`src/inc/acs_regs.vh`:
```
// Character codes, command codes and timing for the ASCII serial command host.
// Assumes the includer is Verilog-2005 or SystemVerilog; definitions only.
`ifndef ACS_REGS_VH
`define ACS_REGS_VH

// ====================================================================
// Frame characters
`define ACS_CH_START 8'h21
`define ACS_CH_COMMA 8'h2c
`define ACS_CH_CR 8'h0d
`define ACS_CH_LF 8'h0a
`define ACS_CH_DOT 8'h2e
`define ACS_CH_COLON 8'h3a
`define ACS_CH_F 8'h46
`define ACS_CH_G 8'h47
`define ACS_CH_A 8'h41
`define ACS_CH_R 8'h52
`define ACS_CH_C 8'h43
`define ACS_CH_M 8'h4d
`define ACS_CH_W 8'h57
`define ACS_CH_N 8'h4e
`define ACS_CH_ONE 8'h31
`define ACS_CH_EIGHT 8'h38
`define ACS_CH_ZERO 8'h30
`define ACS_CH_NINE 8'h39
`define ACS_CH_UA 8'h41
`define ACS_CH_UF 8'h46
`define ACS_CH_LA 8'h61
`define ACS_CH_LF_HEX 8'h66
`define ACS_HEX_UPPER_OFS 8'h37
`define ACS_HEX_LOWER_OFS 8'h57
`define ACS_DIGIT_HI 4'h3
`define ACS_NIB_TEN 4'ha

// ====================================================================
// Addresses
`define ACS_ADDR_BCAST 8'h00
`define ACS_ADDR_DEFAULT 8'h11

// ====================================================================
// Host command codes, multi-drop prefix length and body lengths
`define ACS_CMD_FLOW 3'h0
`define ACS_CMD_GAS 3'h1
`define ACS_CMD_ALARM 3'h2
`define ACS_CMD_LIMIT 3'h3
`define ACS_CMD_MEMW 3'h4
`define ACS_LEN_PREFIX 5'h04
`define ACS_LEN_SHORT 5'h01
`define ACS_LEN_ALARM 5'h02
`define ACS_LEN_LIMIT 5'h0f
`define ACS_LEN_MEMW 5'h09

// ====================================================================
// Reply field positions
`define ACS_POS_TAG1 1
`define ACS_POS_TAG2 2
`define ACS_POS_CODE 3
`define ACS_POS_GAS 2

// ====================================================================
// Timing
`define ACS_CLK_KHZ 20000
`define ACS_REPLY_TIMEOUT_MS 100

`endif

```
`src/verilog/acs_hex_enc.v`:
```
// Byte to two printable upper-case hex characters.
// Assumes a same-clock consumer; purely combinational.
`timescale 1ns/10ps
`include "acs_regs.vh"

module acs_hex_enc
(
  // Value in
  input wire [7:0] value,
  // Characters out
  output wire [7:0] char_hi,
  output wire [7:0] char_lo
);

  // Nibble to ASCII hex digit
  function [7:0] nib_char;
    input [3:0] n;
    begin
      if (n < `ACS_NIB_TEN)
        nib_char = {`ACS_DIGIT_HI, n};
      else
        nib_char = {4'h0, n} + `ACS_HEX_UPPER_OFS;
    end
  endfunction

  // Both halves
  assign char_hi = nib_char(value[7:4]);
  assign char_lo = nib_char(value[3:0]);

endmodule

```
`src/verilog/acs_host.v`:
```
// Host-side controller for an ASCII serial command device: builds command
// frames, sends them byte by byte and collects the reply text.
// Assumes a byte transmitter and receiver on clk (serial framing outside).
`timescale 1ns/10ps
`include "acs_regs.vh"

module acs_host
#(
  parameter RSP_DEPTH = 32,
  parameter RSP_AW = 5,
  parameter TO_W = 22,
  parameter [TO_W-1:0] REPLY_TO_CYC = `ACS_REPLY_TIMEOUT_MS * `ACS_CLK_KHZ
)
(
  // Clock and reset
  input wire clk,
  input wire reset_n,
  // Command request
  input wire req_valid,
  output reg req_ready_r,
  input wire [2:0] req_cmd,
  input wire [7:0] req_addr,
  input wire req_multi_drop,
  input wire [15:0] req_lim_hi,
  input wire [15:0] req_lim_lo,
  input wire [7:0] req_new_addr,
  input wire sole_device,
  // Byte transmitter
  output reg [7:0] tx_data_r,
  output reg tx_valid_r,
  input wire tx_ready,
  // Byte receiver
  input wire [7:0] rx_data,
  input wire rx_valid,
  // Results
  output reg req_refused_r,
  output reg rsp_done_r,
  output reg rsp_timeout_r,
  output reg [RSP_AW:0] rsp_len_r,
  input wire [RSP_AW-1:0] rsp_rd_idx,
  output reg [7:0] rsp_rd_char_r,
  output reg alarm_seen_r,
  output reg alarm_none_r,
  output reg [3:0] gas_table_r
);

  localparam ST_IDLE = 2'h0;
  localparam ST_SEND = 2'h1;
  localparam ST_WAIT = 2'h2;

  reg [1:0] state_r;
  reg [2:0] cmd_r;
  reg [7:0] addr_r;
  reg md_r;
  reg [15:0] hi_r;
  reg [15:0] lo_r;
  reg [7:0] new_r;
  reg [4:0] pos_r;
  reg [TO_W-1:0] to_cnt_r;
  reg [RSP_AW:0] len_r;
  reg [255:0] used_r;
  reg [7:0] rsp_mem [0:RSP_DEPTH-1];

  wire [7:0] ah;
  wire [7:0] al;
  wire [7:0] nh;
  wire [7:0] nl;
  wire fr_start;
  wire fr_body;
  wire [7:0] fr_char;
  wire fr_end;
  wire [7:0] fr_addr;

  // ====================================================================
  // Hex encoders for target and new address
  acs_hex_enc u_enc_addr
  (
    .value(addr_r),
    .char_hi(ah),
    .char_lo(al)
  );

  acs_hex_enc u_enc_new
  (
    .value(new_r),
    .char_hi(nh),
    .char_lo(nl)
  );

  // ====================================================================
  // Reply front end
  acs_rx_front u_front
  (
    .clk(clk),
    .reset_n(reset_n),
    .multi_drop(md_r),
    .rx_data(rx_data),
    .rx_valid(rx_valid),
    .frame_start_r(fr_start),
    .body_valid_r(fr_body),
    .body_char_r(fr_char),
    .frame_end_r(fr_end),
    .hdr_addr_r(fr_addr)
  );

  // BCD digit to ASCII
  function [7:0] dig;
    input [3:0] d;
    begin
      dig = {`ACS_DIGIT_HI, d};
    end
  endfunction

  // Body length per command
  function [4:0] body_len;
    input [2:0] c;
    begin
      case (c)
        `ACS_CMD_ALARM: body_len = `ACS_LEN_ALARM;
        `ACS_CMD_LIMIT: body_len = `ACS_LEN_LIMIT;
        `ACS_CMD_MEMW: body_len = `ACS_LEN_MEMW;
        default: body_len = `ACS_LEN_SHORT;
      endcase
    end
  endfunction

  // ====================================================================
  // Frame character at the current position
  reg [7:0] cur_char;
  reg [4:0] pre;
  reg [4:0] bi;
  reg [4:0] flen;
  always @*
  begin
    pre = md_r ? `ACS_LEN_PREFIX : 5'h00;
    bi = pos_r - pre;
    flen = pre + body_len(cmd_r);
    cur_char = `ACS_CH_CR;
    if (pos_r < pre)
    begin
      // Start, two hex address characters, comma
      case (pos_r[1:0])
        2'h0: cur_char = `ACS_CH_START;
        2'h1: cur_char = ah;
        2'h2: cur_char = al;
        default: cur_char = `ACS_CH_COMMA;
      endcase
    end
    else if (pos_r < flen)
    begin
      // Printable command and argument text
      case (cmd_r)
        `ACS_CMD_FLOW: cur_char = `ACS_CH_F;
        `ACS_CMD_GAS: cur_char = `ACS_CH_G;
        `ACS_CMD_ALARM: cur_char = (bi == 5'h00) ? `ACS_CH_A : `ACS_CH_R;
        `ACS_CMD_LIMIT:
          case (bi)
            5'h00: cur_char = `ACS_CH_A;
            5'h02: cur_char = `ACS_CH_C;
            5'h04: cur_char = dig(hi_r[15:12]);
            5'h05: cur_char = dig(hi_r[11:8]);
            5'h06: cur_char = `ACS_CH_DOT;
            5'h07: cur_char = dig(hi_r[7:4]);
            5'h08: cur_char = dig(hi_r[3:0]);
            5'h0a: cur_char = dig(lo_r[15:12]);
            5'h0b: cur_char = dig(lo_r[11:8]);
            5'h0c: cur_char = `ACS_CH_DOT;
            5'h0d: cur_char = dig(lo_r[7:4]);
            5'h0e: cur_char = dig(lo_r[3:0]);
            default: cur_char = `ACS_CH_COMMA;
          endcase
        default:
          case (bi)
            5'h00: cur_char = `ACS_CH_M;
            5'h01: cur_char = `ACS_CH_W;
            5'h03: cur_char = `ACS_CH_ONE;
            5'h04: cur_char = `ACS_CH_ONE;
            5'h05: cur_char = `ACS_CH_EIGHT;
            5'h07: cur_char = nh;
            5'h08: cur_char = nl;
            default: cur_char = `ACS_CH_COMMA;
          endcase
      endcase
    end
  end

  // Request checks on address assignment
  wire is_memw = (req_cmd == `ACS_CMD_MEMW);
  wire bad_new = (req_new_addr == `ACS_ADDR_BCAST) || used_r[req_new_addr];
  wire bad_bc = (req_addr == `ACS_ADDR_BCAST) && req_multi_drop && !sole_device;
  wire refuse = is_memw && (bad_new || bad_bc);
  wire last_char = (pos_r == flen);
  wire bcast = md_r && (addr_r == `ACS_ADDR_BCAST);
  wire mine = !md_r || (fr_addr == addr_r);

  // ====================================================================
  // Sequencer: take, send, wait for reply
  always @(posedge clk or negedge reset_n)
  begin
    if (!reset_n)
    begin
      state_r <= ST_IDLE;
      req_ready_r <= 1'b1;
      cmd_r <= `ACS_CMD_FLOW;
      addr_r <= `ACS_ADDR_DEFAULT;
      md_r <= 1'b0;
      hi_r <= 16'h0000;
      lo_r <= 16'h0000;
      new_r <= 8'h00;
      pos_r <= 5'h00;
      tx_data_r <= 8'h00;
      tx_valid_r <= 1'b0;
      to_cnt_r <= {TO_W{1'b0}};
      req_refused_r <= 1'b0;
      rsp_done_r <= 1'b0;
      rsp_timeout_r <= 1'b0;
      used_r <= 256'h0;
    end
    else
    begin
      req_refused_r <= 1'b0;
      rsp_done_r <= 1'b0;
      rsp_timeout_r <= 1'b0;
      case (state_r)
        ST_IDLE:
          if (req_valid)
          begin
            if (refuse)
              req_refused_r <= 1'b1;
            else
            begin
              cmd_r <= req_cmd;
              addr_r <= req_addr;
              md_r <= req_multi_drop;
              hi_r <= req_lim_hi;
              lo_r <= req_lim_lo;
              new_r <= req_new_addr;
              pos_r <= 5'h00;
              req_ready_r <= 1'b0;
              state_r <= ST_SEND;
            end
          end
        ST_SEND:
          if (!tx_valid_r)
          begin
            tx_data_r <= cur_char;
            tx_valid_r <= 1'b1;
          end
          else if (tx_ready)
          begin
            tx_valid_r <= 1'b0;
            pos_r <= pos_r + 5'h01;
            if (last_char)
            begin
              to_cnt_r <= {TO_W{1'b0}};
              if (cmd_r == `ACS_CMD_MEMW)
                used_r[new_r] <= 1'b1;
              if (bcast)
              begin
                // Nobody answers a broadcast
                rsp_done_r <= 1'b1;
                req_ready_r <= 1'b1;
                state_r <= ST_IDLE;
              end
              else
                state_r <= ST_WAIT;
            end
          end
        ST_WAIT:
          if (fr_end && mine)
          begin
            rsp_done_r <= 1'b1;
            req_ready_r <= 1'b1;
            state_r <= ST_IDLE;
          end
          else if (to_cnt_r >= REPLY_TO_CYC - 1'b1)
          begin
            // Silent device: give up
            rsp_timeout_r <= 1'b1;
            req_ready_r <= 1'b1;
            state_r <= ST_IDLE;
          end
          else
            to_cnt_r <= to_cnt_r + 1'b1;
        default:
          state_r <= ST_IDLE;
      endcase
    end
  end

  // ====================================================================
  // Reply text store
  always @(posedge clk)
  begin
    if (state_r == ST_WAIT && fr_body && len_r < RSP_DEPTH)
      rsp_mem[len_r[RSP_AW-1:0]] <= fr_char;
  end

  // Reply length, decoded fields and read port
  always @(posedge clk or negedge reset_n)
  begin
    if (!reset_n)
    begin
      len_r <= {(RSP_AW+1){1'b0}};
      rsp_len_r <= {(RSP_AW+1){1'b0}};
      rsp_rd_char_r <= 8'h00;
      alarm_seen_r <= 1'b0;
      alarm_none_r <= 1'b0;
      gas_table_r <= 4'h0;
    end
    else
    begin
      rsp_rd_char_r <= rsp_mem[rsp_rd_idx];
      if (state_r == ST_IDLE && req_valid && !refuse)
        len_r <= {(RSP_AW+1){1'b0}};
      else if (fr_start && !fr_body)
        // A p2p first character both starts and fills the body
        len_r <= {(RSP_AW+1){1'b0}};
      else if (state_r == ST_WAIT && fr_body && len_r < RSP_DEPTH)
        len_r <= len_r + 1'b1;
      if (state_r == ST_WAIT && fr_end && mine)
      begin
        rsp_len_r <= len_r;
        // Alert-state tag, colon, code
        if (cmd_r == `ACS_CMD_ALARM && rsp_mem[0] == `ACS_CH_A && rsp_mem[`ACS_POS_TAG1] == `ACS_CH_R
            && rsp_mem[`ACS_POS_TAG2] == `ACS_CH_COLON)
        begin
          alarm_seen_r <= 1'b1;
          alarm_none_r <= (rsp_mem[`ACS_POS_CODE] == `ACS_CH_N);
        end
        // Table number after the echoed command and a space
        if (cmd_r == `ACS_CMD_GAS && rsp_mem[0] == `ACS_CH_G)
          gas_table_r <= rsp_mem[`ACS_POS_GAS][3:0];
      end
    end
  end

endmodule

```
`src/verilog/acs_rx_front.v`:
```
// Reply receive front end: strips line feeds, finds the frame header and
// delivers body characters. Assumes rx bytes arrive from logic on clk.
`timescale 1ns/10ps
`include "acs_regs.vh"

module acs_rx_front
(
  // Clock and reset
  input wire clk,
  input wire reset_n,
  // Mode and byte in
  input wire multi_drop,
  input wire [7:0] rx_data,
  input wire rx_valid,
  // Frame events out
  output reg frame_start_r,
  output reg body_valid_r,
  output reg [7:0] body_char_r,
  output reg frame_end_r,
  output reg [7:0] hdr_addr_r
);

  localparam S_HUNT = 3'h0;
  localparam S_ADR1 = 3'h1;
  localparam S_ADR2 = 3'h2;
  localparam S_COMMA = 3'h3;
  localparam S_BODY = 3'h4;
  localparam S_BAD = 3'h5;

  reg [2:0] state_r;

  // Hex character decode, valid flag on top
  function [4:0] hex_val;
    input [7:0] ch;
    reg [7:0] diff;
    begin
      diff = 8'h00;
      hex_val = 5'h00;
      if (ch >= `ACS_CH_ZERO && ch <= `ACS_CH_NINE)
        hex_val = {1'b1, ch[3:0]};
      else if (ch >= `ACS_CH_UA && ch <= `ACS_CH_UF)
      begin
        diff = ch - `ACS_HEX_UPPER_OFS;
        hex_val = {1'b1, diff[3:0]};
      end
      else if (ch >= `ACS_CH_LA && ch <= `ACS_CH_LF_HEX)
      begin
        diff = ch - `ACS_HEX_LOWER_OFS;
        hex_val = {1'b1, diff[3:0]};
      end
    end
  endfunction

  wire [4:0] hv = hex_val(rx_data);

  // Header walk and body delivery
  always @(posedge clk or negedge reset_n)
  begin
    if (!reset_n)
    begin
      state_r <= S_HUNT;
      frame_start_r <= 1'b0;
      body_valid_r <= 1'b0;
      body_char_r <= 8'h00;
      frame_end_r <= 1'b0;
      hdr_addr_r <= 8'h00;
    end
    else
    begin
      frame_start_r <= 1'b0;
      body_valid_r <= 1'b0;
      frame_end_r <= 1'b0;
      if (rx_valid && rx_data != `ACS_CH_LF)
      begin
        if (multi_drop && rx_data == `ACS_CH_START)
        begin
          frame_start_r <= 1'b1;
          state_r <= S_ADR1;
        end
        else
        begin
          case (state_r)
            S_HUNT:
              if (!multi_drop)
              begin
                // No header on a point-to-point line
                frame_start_r <= 1'b1;
                if (rx_data == `ACS_CH_CR)
                  frame_end_r <= 1'b1;
                else
                begin
                  body_valid_r <= 1'b1;
                  body_char_r <= rx_data;
                  state_r <= S_BODY;
                end
              end
            S_ADR1:
              if (hv[4])
              begin
                hdr_addr_r <= {hv[3:0], 4'h0};
                state_r <= S_ADR2;
              end
              else
                state_r <= S_BAD;
            S_ADR2:
              if (hv[4])
              begin
                hdr_addr_r <= {hdr_addr_r[7:4], hv[3:0]};
                state_r <= S_COMMA;
              end
              else
                state_r <= S_BAD;
            S_COMMA:
              state_r <= (rx_data == `ACS_CH_COMMA) ? S_BODY : S_BAD;
            S_BODY:
              if (rx_data == `ACS_CH_CR)
              begin
                frame_end_r <= 1'b1;
                state_r <= S_HUNT;
              end
              else
              begin
                body_valid_r <= 1'b1;
                body_char_r <= rx_data;
              end
            S_BAD:
              if (rx_data == `ACS_CH_CR)
                state_r <= S_HUNT;
            default:
              state_r <= S_HUNT;
          endcase
        end
      end
    end
  end

endmodule
```
`config.mk`:
```
export PLATFORM = sky130hd
export DESIGN_NAME = acs_host
export DESIGN_NICKNAME = d
export VERILOG_FILES = /design/src/verilog/acs_hex_enc.v /design/src/verilog/acs_host.v /design/src/verilog/acs_rx_front.v
export VERILOG_INCLUDE_DIRS = /design/src /design/src/inc
export SDC_FILE = /design/constraint.sdc
export NUM_CORES = 1
export LEC_CHECK = 0
export BUFFER_PORTS_ARGS = -buffer_cell sky130_fd_sc_hd__buf_2
export CORE_MARGIN = 2
export CORE_UTILIZATION = 31
export DETAILED_ROUTE_END_ITERATION = 16
export GPL_TIMING_DRIVEN = 0
export PLACE_DENSITY_LB_ADDON = 0.1
export SYNTH_ARGS = -nofsm -noshare
export SYNTH_HDL_FRONTEND = slang
export SYNTH_SLANG_ARGS = --single-unit
```
`constraint.sdc`:
```
create_clock -name clk -period 8.2 [get_ports clk]
set_input_delay 1.64 -clock clk [delete_from_list [all_inputs] [get_ports clk]]
set_output_delay 1.64 -clock clk [all_outputs]
set_load 0.02 [all_outputs]
```
==> results of run 1 <==
how the worst max path moves through the flow:
| stage | startpoint | endpoint | slack [ns] |
|---|---|---|---|
| after floorplan | req_new_addr[0] | hi_r[10]$_DFFE_PN0P_ | 3.77 |
| after global placement | reset_n | alarm_seen_r$_DFFE_PN0P_ | -2.66 |
| after detailed placement | req_new_addr[2] | hi_r[6]$_DFFE_PN0P_ | 2.26 |
| after CTS | req_new_addr[2] | hi_r[4]$_DFFE_PN0P_ | 2.97 |
| after global routing | req_new_addr[2] | hi_r[10]$_DFFE_PN0P_ | 2.74 |
| final | req_new_addr[2] | hi_r[6]$_DFFE_PN0P_ | 2.95 |
registers in the layout (all words and copies together), names as in the netlist, 7 cells and up:
register,cells
rsp_mem,256
lo_r,16
tx_data_r,7
new_r,8
rsp_rd_char_r,8
u_front.body_char_r,8
to_cnt_r,22
u_front.hdr_addr_r,8
used_r,256
hi_r,16
addr_r,8
metrics by stage:
stage	cells	util	worst slack (ns)
2_1_floorplan	1997	-	3.774
3_3_place_gp	3272	0.3340	-2.663
3_5_place_dp	3275	0.3350	2.262
4_1_cts	3417	0.3629	2.967
5_1_grt	3417	0.3629	2.742
6_report	3418	0.3629	2.954
cell families after synthesis:
family,Yosys count
other cells,1
simple gates,414
mux,252
xor+xnor,37
fa+ha+maj,41
compound gates,447
buf+inv,152
flops,653
area by class of cell:
class	count	area [sq um]	share of cell area
flip-flops and latches	653	17630	0.5299
multi-input cells	1192	10390	0.3124
clock buffers	107	2246	0.06751
well taps	1186	1484	0.04461
plain buffers	119	545.5	0.01640
repair buffers	92	538.0	0.01617
clock inverters	35	305.3	0.009177
inverters	33	123.9	0.003724
diodes	1	2.502	0.00007522
worst max-delay path, stage by stage:
cell and delay [ns]:
buf_2 0.32, buf_2 0.47, buf_1 0.64, a2111oi_0 0.25
o41ai_1 0.51, nand4_1 0.14, a21oi_1 0.29, nor3_1 0.10
a31oi_1 0.45, nor2_1 0.20, buf_4 0.26, buf_8 0.17
mux2_1 0.31
power by group through the flow:
stage               logic [mW]  clock network, mW  registers [mW]
floorplan                 1.12                  0            4.13
global placement          1.73                  0            4.29
detailed placement        1.75                  0            4.31
CTS                       1.76               3.57            4.25
global route              1.92               3.70            4.29
finish                    1.74               3.46            4.24
cell usage after synthesis (34+ instances only):
cell      number
o21ai_0       43
mux2i_1       38
o21bai_1     258
dfrtp_1      394
mux4_2       133
clkbuf_1      81
edfxtp_1     256
ha_1          41
nor2_1       111
a21oi_1       34
nand3_1       43
nand2_1      104
mux2_2        70
layer usage:
layer	part of all wire	track usage
met1	0.49	0.2641
met4	0.017	0.04583
met3	0.045	0.03175
met2	0.45	0.2727
met5	0	0
==> metrics.cfg, run 1 <==
[pwr]
peakVddDrop_v=0.0001509
power_frac_comb=0.185
total_power_mw=9.442
p_leak_nw=13.08
internal-power_mw=6.505
p_clk_frac=0.367
seqPwrFrac=0.449
p_switching_mw=2.937
p_sw_frac=0.3111
p_per_area_mw_per_mm2=283.8

[timing]
final_hold_viol_count=0
drv_slew=0
finClkSkew_ns=0.03291
finalCritPeriodShare=0.6398
holdWs_ns=0.4661
finalSetupViolations=0
worst_slew_pin_slew_ns=1.256
fmax_ghz=0.1906
finalSetupTns_ns=0
layout_min_cycle_time_ns=5.246
grt_setup_unrepaired=no
slew-limit-headroom=0.1626

[run_status]
outcome=complete, no violations

[worst_hold_path]
hp-start=used_r[134]$_DFFE_PN0P_
whs_path_depth=1
worstHoldPathType=register to register
hold_path_end=used_r[134]$_DFFE_PN0P_

[setup_path]
reg2reg_slack_ns=4.41
crit_arrival_ns=5.77
reg2reg_depth=12
cp-end-kind=register
reg2reg_from=md_r$_DFFE_PN0P_
cp.required_ns=8.72
rr_endpoint=tx_data_r[0]$_DFFE_PN0P_
critPathKind=primary input to register
startpoint_type=primary input
crit_path_max_fanout=10

[placement]
place_area_sq_mm=0.03071
portBuffers=89
place_congestion=0.7962
hpwl_um=56860

[cts]
ctsHoldBuffers=0
ctsLongestPathBuffers=3
htreeDepth=3
cts_sinks=653
cts_root_buffer=clkbuf_16
numCtsBuffers=78
post_cts.repair.setup_buffers=0
cts_tree=yes
clk_latency_ns=0.64
cts.clk_slew.worst_paths_ns=0.06
ctsResizeCount=0

[route]
vias=17732
drt_wl_total_um=83850
drtPass1Iterations=5
drc=0
drt_iter0_drc=1226
final_antenna_net_count=0
vias_per_cell=5.188
wl_per_cell_um=24.53

[synthesis]
ys_types=74
yosys_most_used_dff=dfrtp_1
post_synth_and_or_nand_nor_area_fraction=0.07114
synth_top_family_by_area=multiplexers
yosysTopAreaCellShare=0.3437
synth_xor_area_frac=0.01130
yosys-mux-area-fraction=0.1495
synthesis.nets=2109
syn_inst=1997
yosys.area.top_type=dfrtp_1
yosysSeqAreaShare=0.6144
syn_area_sq_mm=0.02869
synthAdderAreaFrac=0.01788
synth-edff-count=256
yosysWarnings=0
synth_compound_area_frac=0.1124
ys_ff_latch=653
syn_area_per_cell_sq_um=14.37
synthArstFlopShare=0.6080
synth_area_leaders=dfrtp_1, edfxtp_1, mux4_2, o21bai_1, mux2_2

[grt]
track_usage=0.1793
grt_pass1_wl_um=126200
grt-ovfl-total=0
grt_pass1_vias=18493
antenna_found_initial=0
grt_max_degree=122

[cells_and_area]
final_common_cell=dfrtp_1
syn2layout_area_growth_pct=15.96
fillCellCount=8792
layout_common_cells=dfrtp_1, o21bai_1, edfxtp_1
nets=2281
drive_above_1_share=0.2053
final_area_sq_mm=0.03327

[floorplanning]
row_count=111
die_y_um=308.2
io_pins=104
die-area_sq_mm=0.09499
fp.dieW_um=308.2
core_sq_mm=0.09166
initial_core_util=0.3130

[flow_run]
cap_violations=0

No activity file was read; power rests on OpenSTA's default activity.
==> run 2: changes to the inputs <==
--- a/config.mk
+++ b/config.mk
@@ -6,6 +6,7 @@
 export SDC_FILE = /design/constraint.sdc
 export NUM_CORES = 1
 export LEC_CHECK = 0
+export ABC_AREA = 1
 export BUFFER_PORTS_ARGS = -buffer_cell sky130_fd_sc_hd__buf_2
 export CORE_MARGIN = 2
 export CORE_UTILIZATION = 31
==> constraint.sdc (replaced) <==
create_clock -name clk -period 4.75 [get_ports clk]
set_input_delay 0.95 -clock clk [delete_from_list [all_inputs] [get_ports clk]]
set_output_delay 0.95 -clock clk [all_outputs]
set_load 0.02 [all_outputs]
==> run 2 against run 1 <==
Against the previous run: first-iteration DRC count is 94% higher; critical path type is now register to register; clock skew down 0.014 ns; via count up 33%; critical path depth rose by 2; die area is 2.1% higher; combinational power rose by 79%; area after synthesis is 2.2% higher.
==> metrics.cfg, run 2 <==
[run_status]
outcome=complete, no violations

[floorplanning]
die-area_sq_mm=0.09701  ; +2.1%
initial_core_util=0.3135  ; +0.0005632
die_y_um=311.5  ; +1.1%
row_count=112  ; +0.90%
fp.dieW_um=311.5  ; +1.1%
core_sq_mm=0.09347  ; +2.0%
io_pins=104  ; unchanged

[pwr]
p_switching_mw=5.376  ; +83%
p_clk_frac=0.360  ; -0.007
p_leak_nw=14.36  ; +9.8%
internal-power_mw=10.79  ; +66%
p_sw_frac=0.3325  ; +0.02138
peakVddDrop_v=0.0002258  ; +50%
total_power_mw=16.17  ; +71%
power_frac_comb=0.193  ; +0.008
seqPwrFrac=0.447  ; -0.002
p_per_area_mw_per_mm2=476.5  ; +68%

[timing]
slew-limit-headroom=0.08486  ; -0.07776
finalSetupTns_ns=0  ; unchanged
fmax_ghz=0.2268
finalWorstSetupSlack_ns=0.3403  ; -2.613 ns
finalSetupViolations=0  ; unchanged
finalCritPeriodShare=0.9284
worst_slew_pin_slew_ns=1.368  ; +0.1116 ns
finClkSkew_ns=0.01910  ; -0.01380 ns
final_hold_viol_count=0  ; unchanged
drv_slew=0  ; unchanged
grt_setup_unrepaired=no
layout_min_cycle_time_ns=4.410

[cells_and_area]
syn2layout_area_growth_pct=15.81
layout_common_cells=nand2_1, o21ai_0, dfrtp_1
fin_cells=4558  ; +33%
final_common_cell=nand2_1
final_area_sq_mm=0.03394  ; +2.0%
nets=3358  ; +47%
diodes=0  ; -1
drive_above_1_share=0.08505  ; -0.1202

[setup_path]
worstPathBufferInverterCount=3  ; -2
cp.required_ns=5.27  ; -3.45 ns
startpoint_type=register
path_delay_family=simple AND/OR/NAND/NOR gates
cpMostUsedCell=nand2_1
worstPathCellList=inv_1 > nand2_1 > nor2_2 > ha_1 > o21ai_0 > ha_1 > nand2_1 > inv_1 > nand3_1 > nor3b_1 > nand2_1 > nor2_1 > nand2_1 > clkbuf_1 > o21ai_0
reg2reg_from=body_len.c[2]$_DFFE_PN0P_
critPathKind=register to register
worst_path_largest_cell_delay_ns=0.50  ; -0.14 ns
cp-end-kind=register
reg2reg_slack_ns=0.34  ; -4.07 ns
reg2reg_depth=15  ; +3
crit_arrival_ns=4.93  ; -0.84 ns
slowest_stage=nor3b_1
rr_endpoint=used_r[47]$_DFFE_PN0P_
crit_path_max_fanout=10  ; unchanged

[synthesis]
synthArstFlopShare=0.6080  ; unchanged
yosysTopAreaCellShare=0.3364  ; -0.007249
synth_area_leaders=dfrtp_1, edfxtp_1, o21ai_0, nand2_1, nand3_1
yosys_most_used_dff=dfrtp_1
synthesis.nets=3180  ; +51%
ys_ff_latch=653  ; unchanged
yosysWarnings=0  ; unchanged
synth-edff-count=256  ; unchanged
yosysSeqAreaShare=0.6014  ; -0.01296
syn_inst=3068  ; +54%
ys_types=53  ; -28%
yosys.area.top_type=dfrtp_1
syn_area_per_cell_sq_um=9.552  ; -34%
synthMostInstantiatedCell=nand2_1
syn_area_sq_mm=0.02931  ; +2.2%
synthTopCellsByCount=nand2_1, o21ai_0, dfrtp_1

[route]
final_antenna_net_count=0  ; unchanged
drt_wl_total_um=107100  ; +28%
drc=0  ; unchanged
wl_per_cell_um=23.49  ; -4.2%
vias_per_cell=5.186  ; about the same
vias=23637  ; +33%
drtPass1Iterations=6  ; +1
drt_iter0_drc=2382  ; +94%

[cts]
post_cts.repair.setup_buffers=0  ; unchanged
numCtsBuffers=76  ; -2.6%
cts.clk_slew.worst_paths_ns=0.06  ; about the same
ctsHoldBuffers=0  ; unchanged
clk_latency_ns=0.63  ; about the same
ctsLongestPathBuffers=3  ; unchanged
cts_tree=yes
cts_sinks=653  ; unchanged
htreeDepth=3  ; unchanged
cts_root_buffer=clkbuf_16

[placement]
place_area_sq_mm=0.03147  ; +2.5%
dpl_worst_slack_ns=-0.02987  ; -2.291 ns
numPlacedInstances=4421  ; +35%
portBuffers=95  ; +6.7%
hpwl_um=73020  ; +28%
place_congestion=0.9417  ; +18%

[worst_hold_path]
worstHoldPathType=primary input to asynchronous set/reset pin

[grt]
grt_pass1_vias=23764  ; +29%
grt_pass1_wl_um=158200  ; +25%
antenna_found_initial=6  ; +6
track_usage=0.2189  ; +0.03958
grt_max_degree=108  ; -11%
grt-ovfl-total=0  ; unchanged

[flow_run]
cap_violations=0  ; unchanged

-- run 2: cell count changes after synthesis, moves of 69 or more --
cell	previous run	this run
nor2_1	111	261
o21ai_0	43	398
mux2_2	70	1
nand2_1	104	514
o21bai_1	258	65
inv_1	32	348
mux4_2	133	0
nand3_1	43	263
-- run 2: what timing repair did --
action | CTS | global route
pin swaps | 0 | 0
setup endpoints to repair | 10 | 125
gates resized for setup | 1 | 2
-- run 2: worst max path at each step --
| stage | depth (start not counted) | to | from |
|---|---|---|---|
| after global placement | 1 | rsp_done_r$_DFF_PN0_ | reset_n |
| final | 15 | used_r[47]$_DFFE_PN0P_ | body_len.c[2]$_DFFE_PN0P_ |
| after detailed placement | 15 | used_r[58]$_DFFE_PN0P_ | body_len.c[2]$_DFFE_PN0P_ |
| after CTS | 15 | used_r[77]$_DFFE_PN0P_ | body_len.c[2]$_DFFE_PN0P_ |
| after global routing | 15 | used_r[30]$_DFFE_PN0P_ | body_len.c[2]$_DFFE_PN0P_ |
| after floorplan | 17 | to_cnt_r[13]$_DFFE_PN0P_ | body_len.c[2]$_DFFE_PN0P_ |
-- run 2: power groups by stage --
stage | combinational, mW | sequential [mW] | clock [mW]
floorplan | 1.81 | 7.08 | 0
global placement | 3.01 | 7.36 | 0
detailed placement | 3.04 | 7.38 | 0
CTS | 3.06 | 7.27 | 5.95
global route | 3.46 | 7.30 | 6.15
finish | 3.12 | 7.23 | 5.82
-- run 2: logic make-up (layout without fill, tap and decap cells) --
group,Yosys count,count (layout),synth area share
AO/OA/AOI/OAI,730,730,0.1462
XOR/XNOR,14,14,0.004184
adder cells (fa/ha/maj),41,41,0.01750
buffers and inverters,510,746,0.06946
flip-flops,653,653,0.6014
multiplexers,1,1,0.0003842
other,1,1,0.0001280
AND/OR/NAND/NOR,1118,1118,0.1607
-- run 2: worst reg2reg max path: cells and delay by family (launching register included) --
family          cells  cell delay [ns]
simple gates        8             2.31
flops               1             0.45
compound gates      2             0.35
fa+ha+maj           2             0.53
buf+inv             3             0.67
-- run 2: metrics by stage --
stage,utilization,hold slack (ns)
final,0.3631,0.2255
after CTS,0.3627,0.2246
after detailed placement,0.3367,0.4441
after floorplan,-,0.4274
after global placement,0.3354,0.4385
after global routing,0.3631,0.2501
-- run 2: per-layer routing --
metal  track usage  part of all wire  vias up
met5             0                 0        -
met4       0.06752             0.027        0
met3       0.04758             0.076      157
met2        0.3366              0.44      850
met1        0.3076              0.45    11826
li1              -                 -    10804
-- run 2: area by class of cell --
type | instances | area [sq um]
sequential | 653 | 17630
clock buffer | 106 | 2136
inverter | 355 | 1333
fill | 9565 | 59530
clock inverter | 30 | 296.5
buffer | 155 | 703.2
timing repair buffer | 100 | 623.1
tap | 1254 | 1569
multi-input combinational | 1905 | 9652
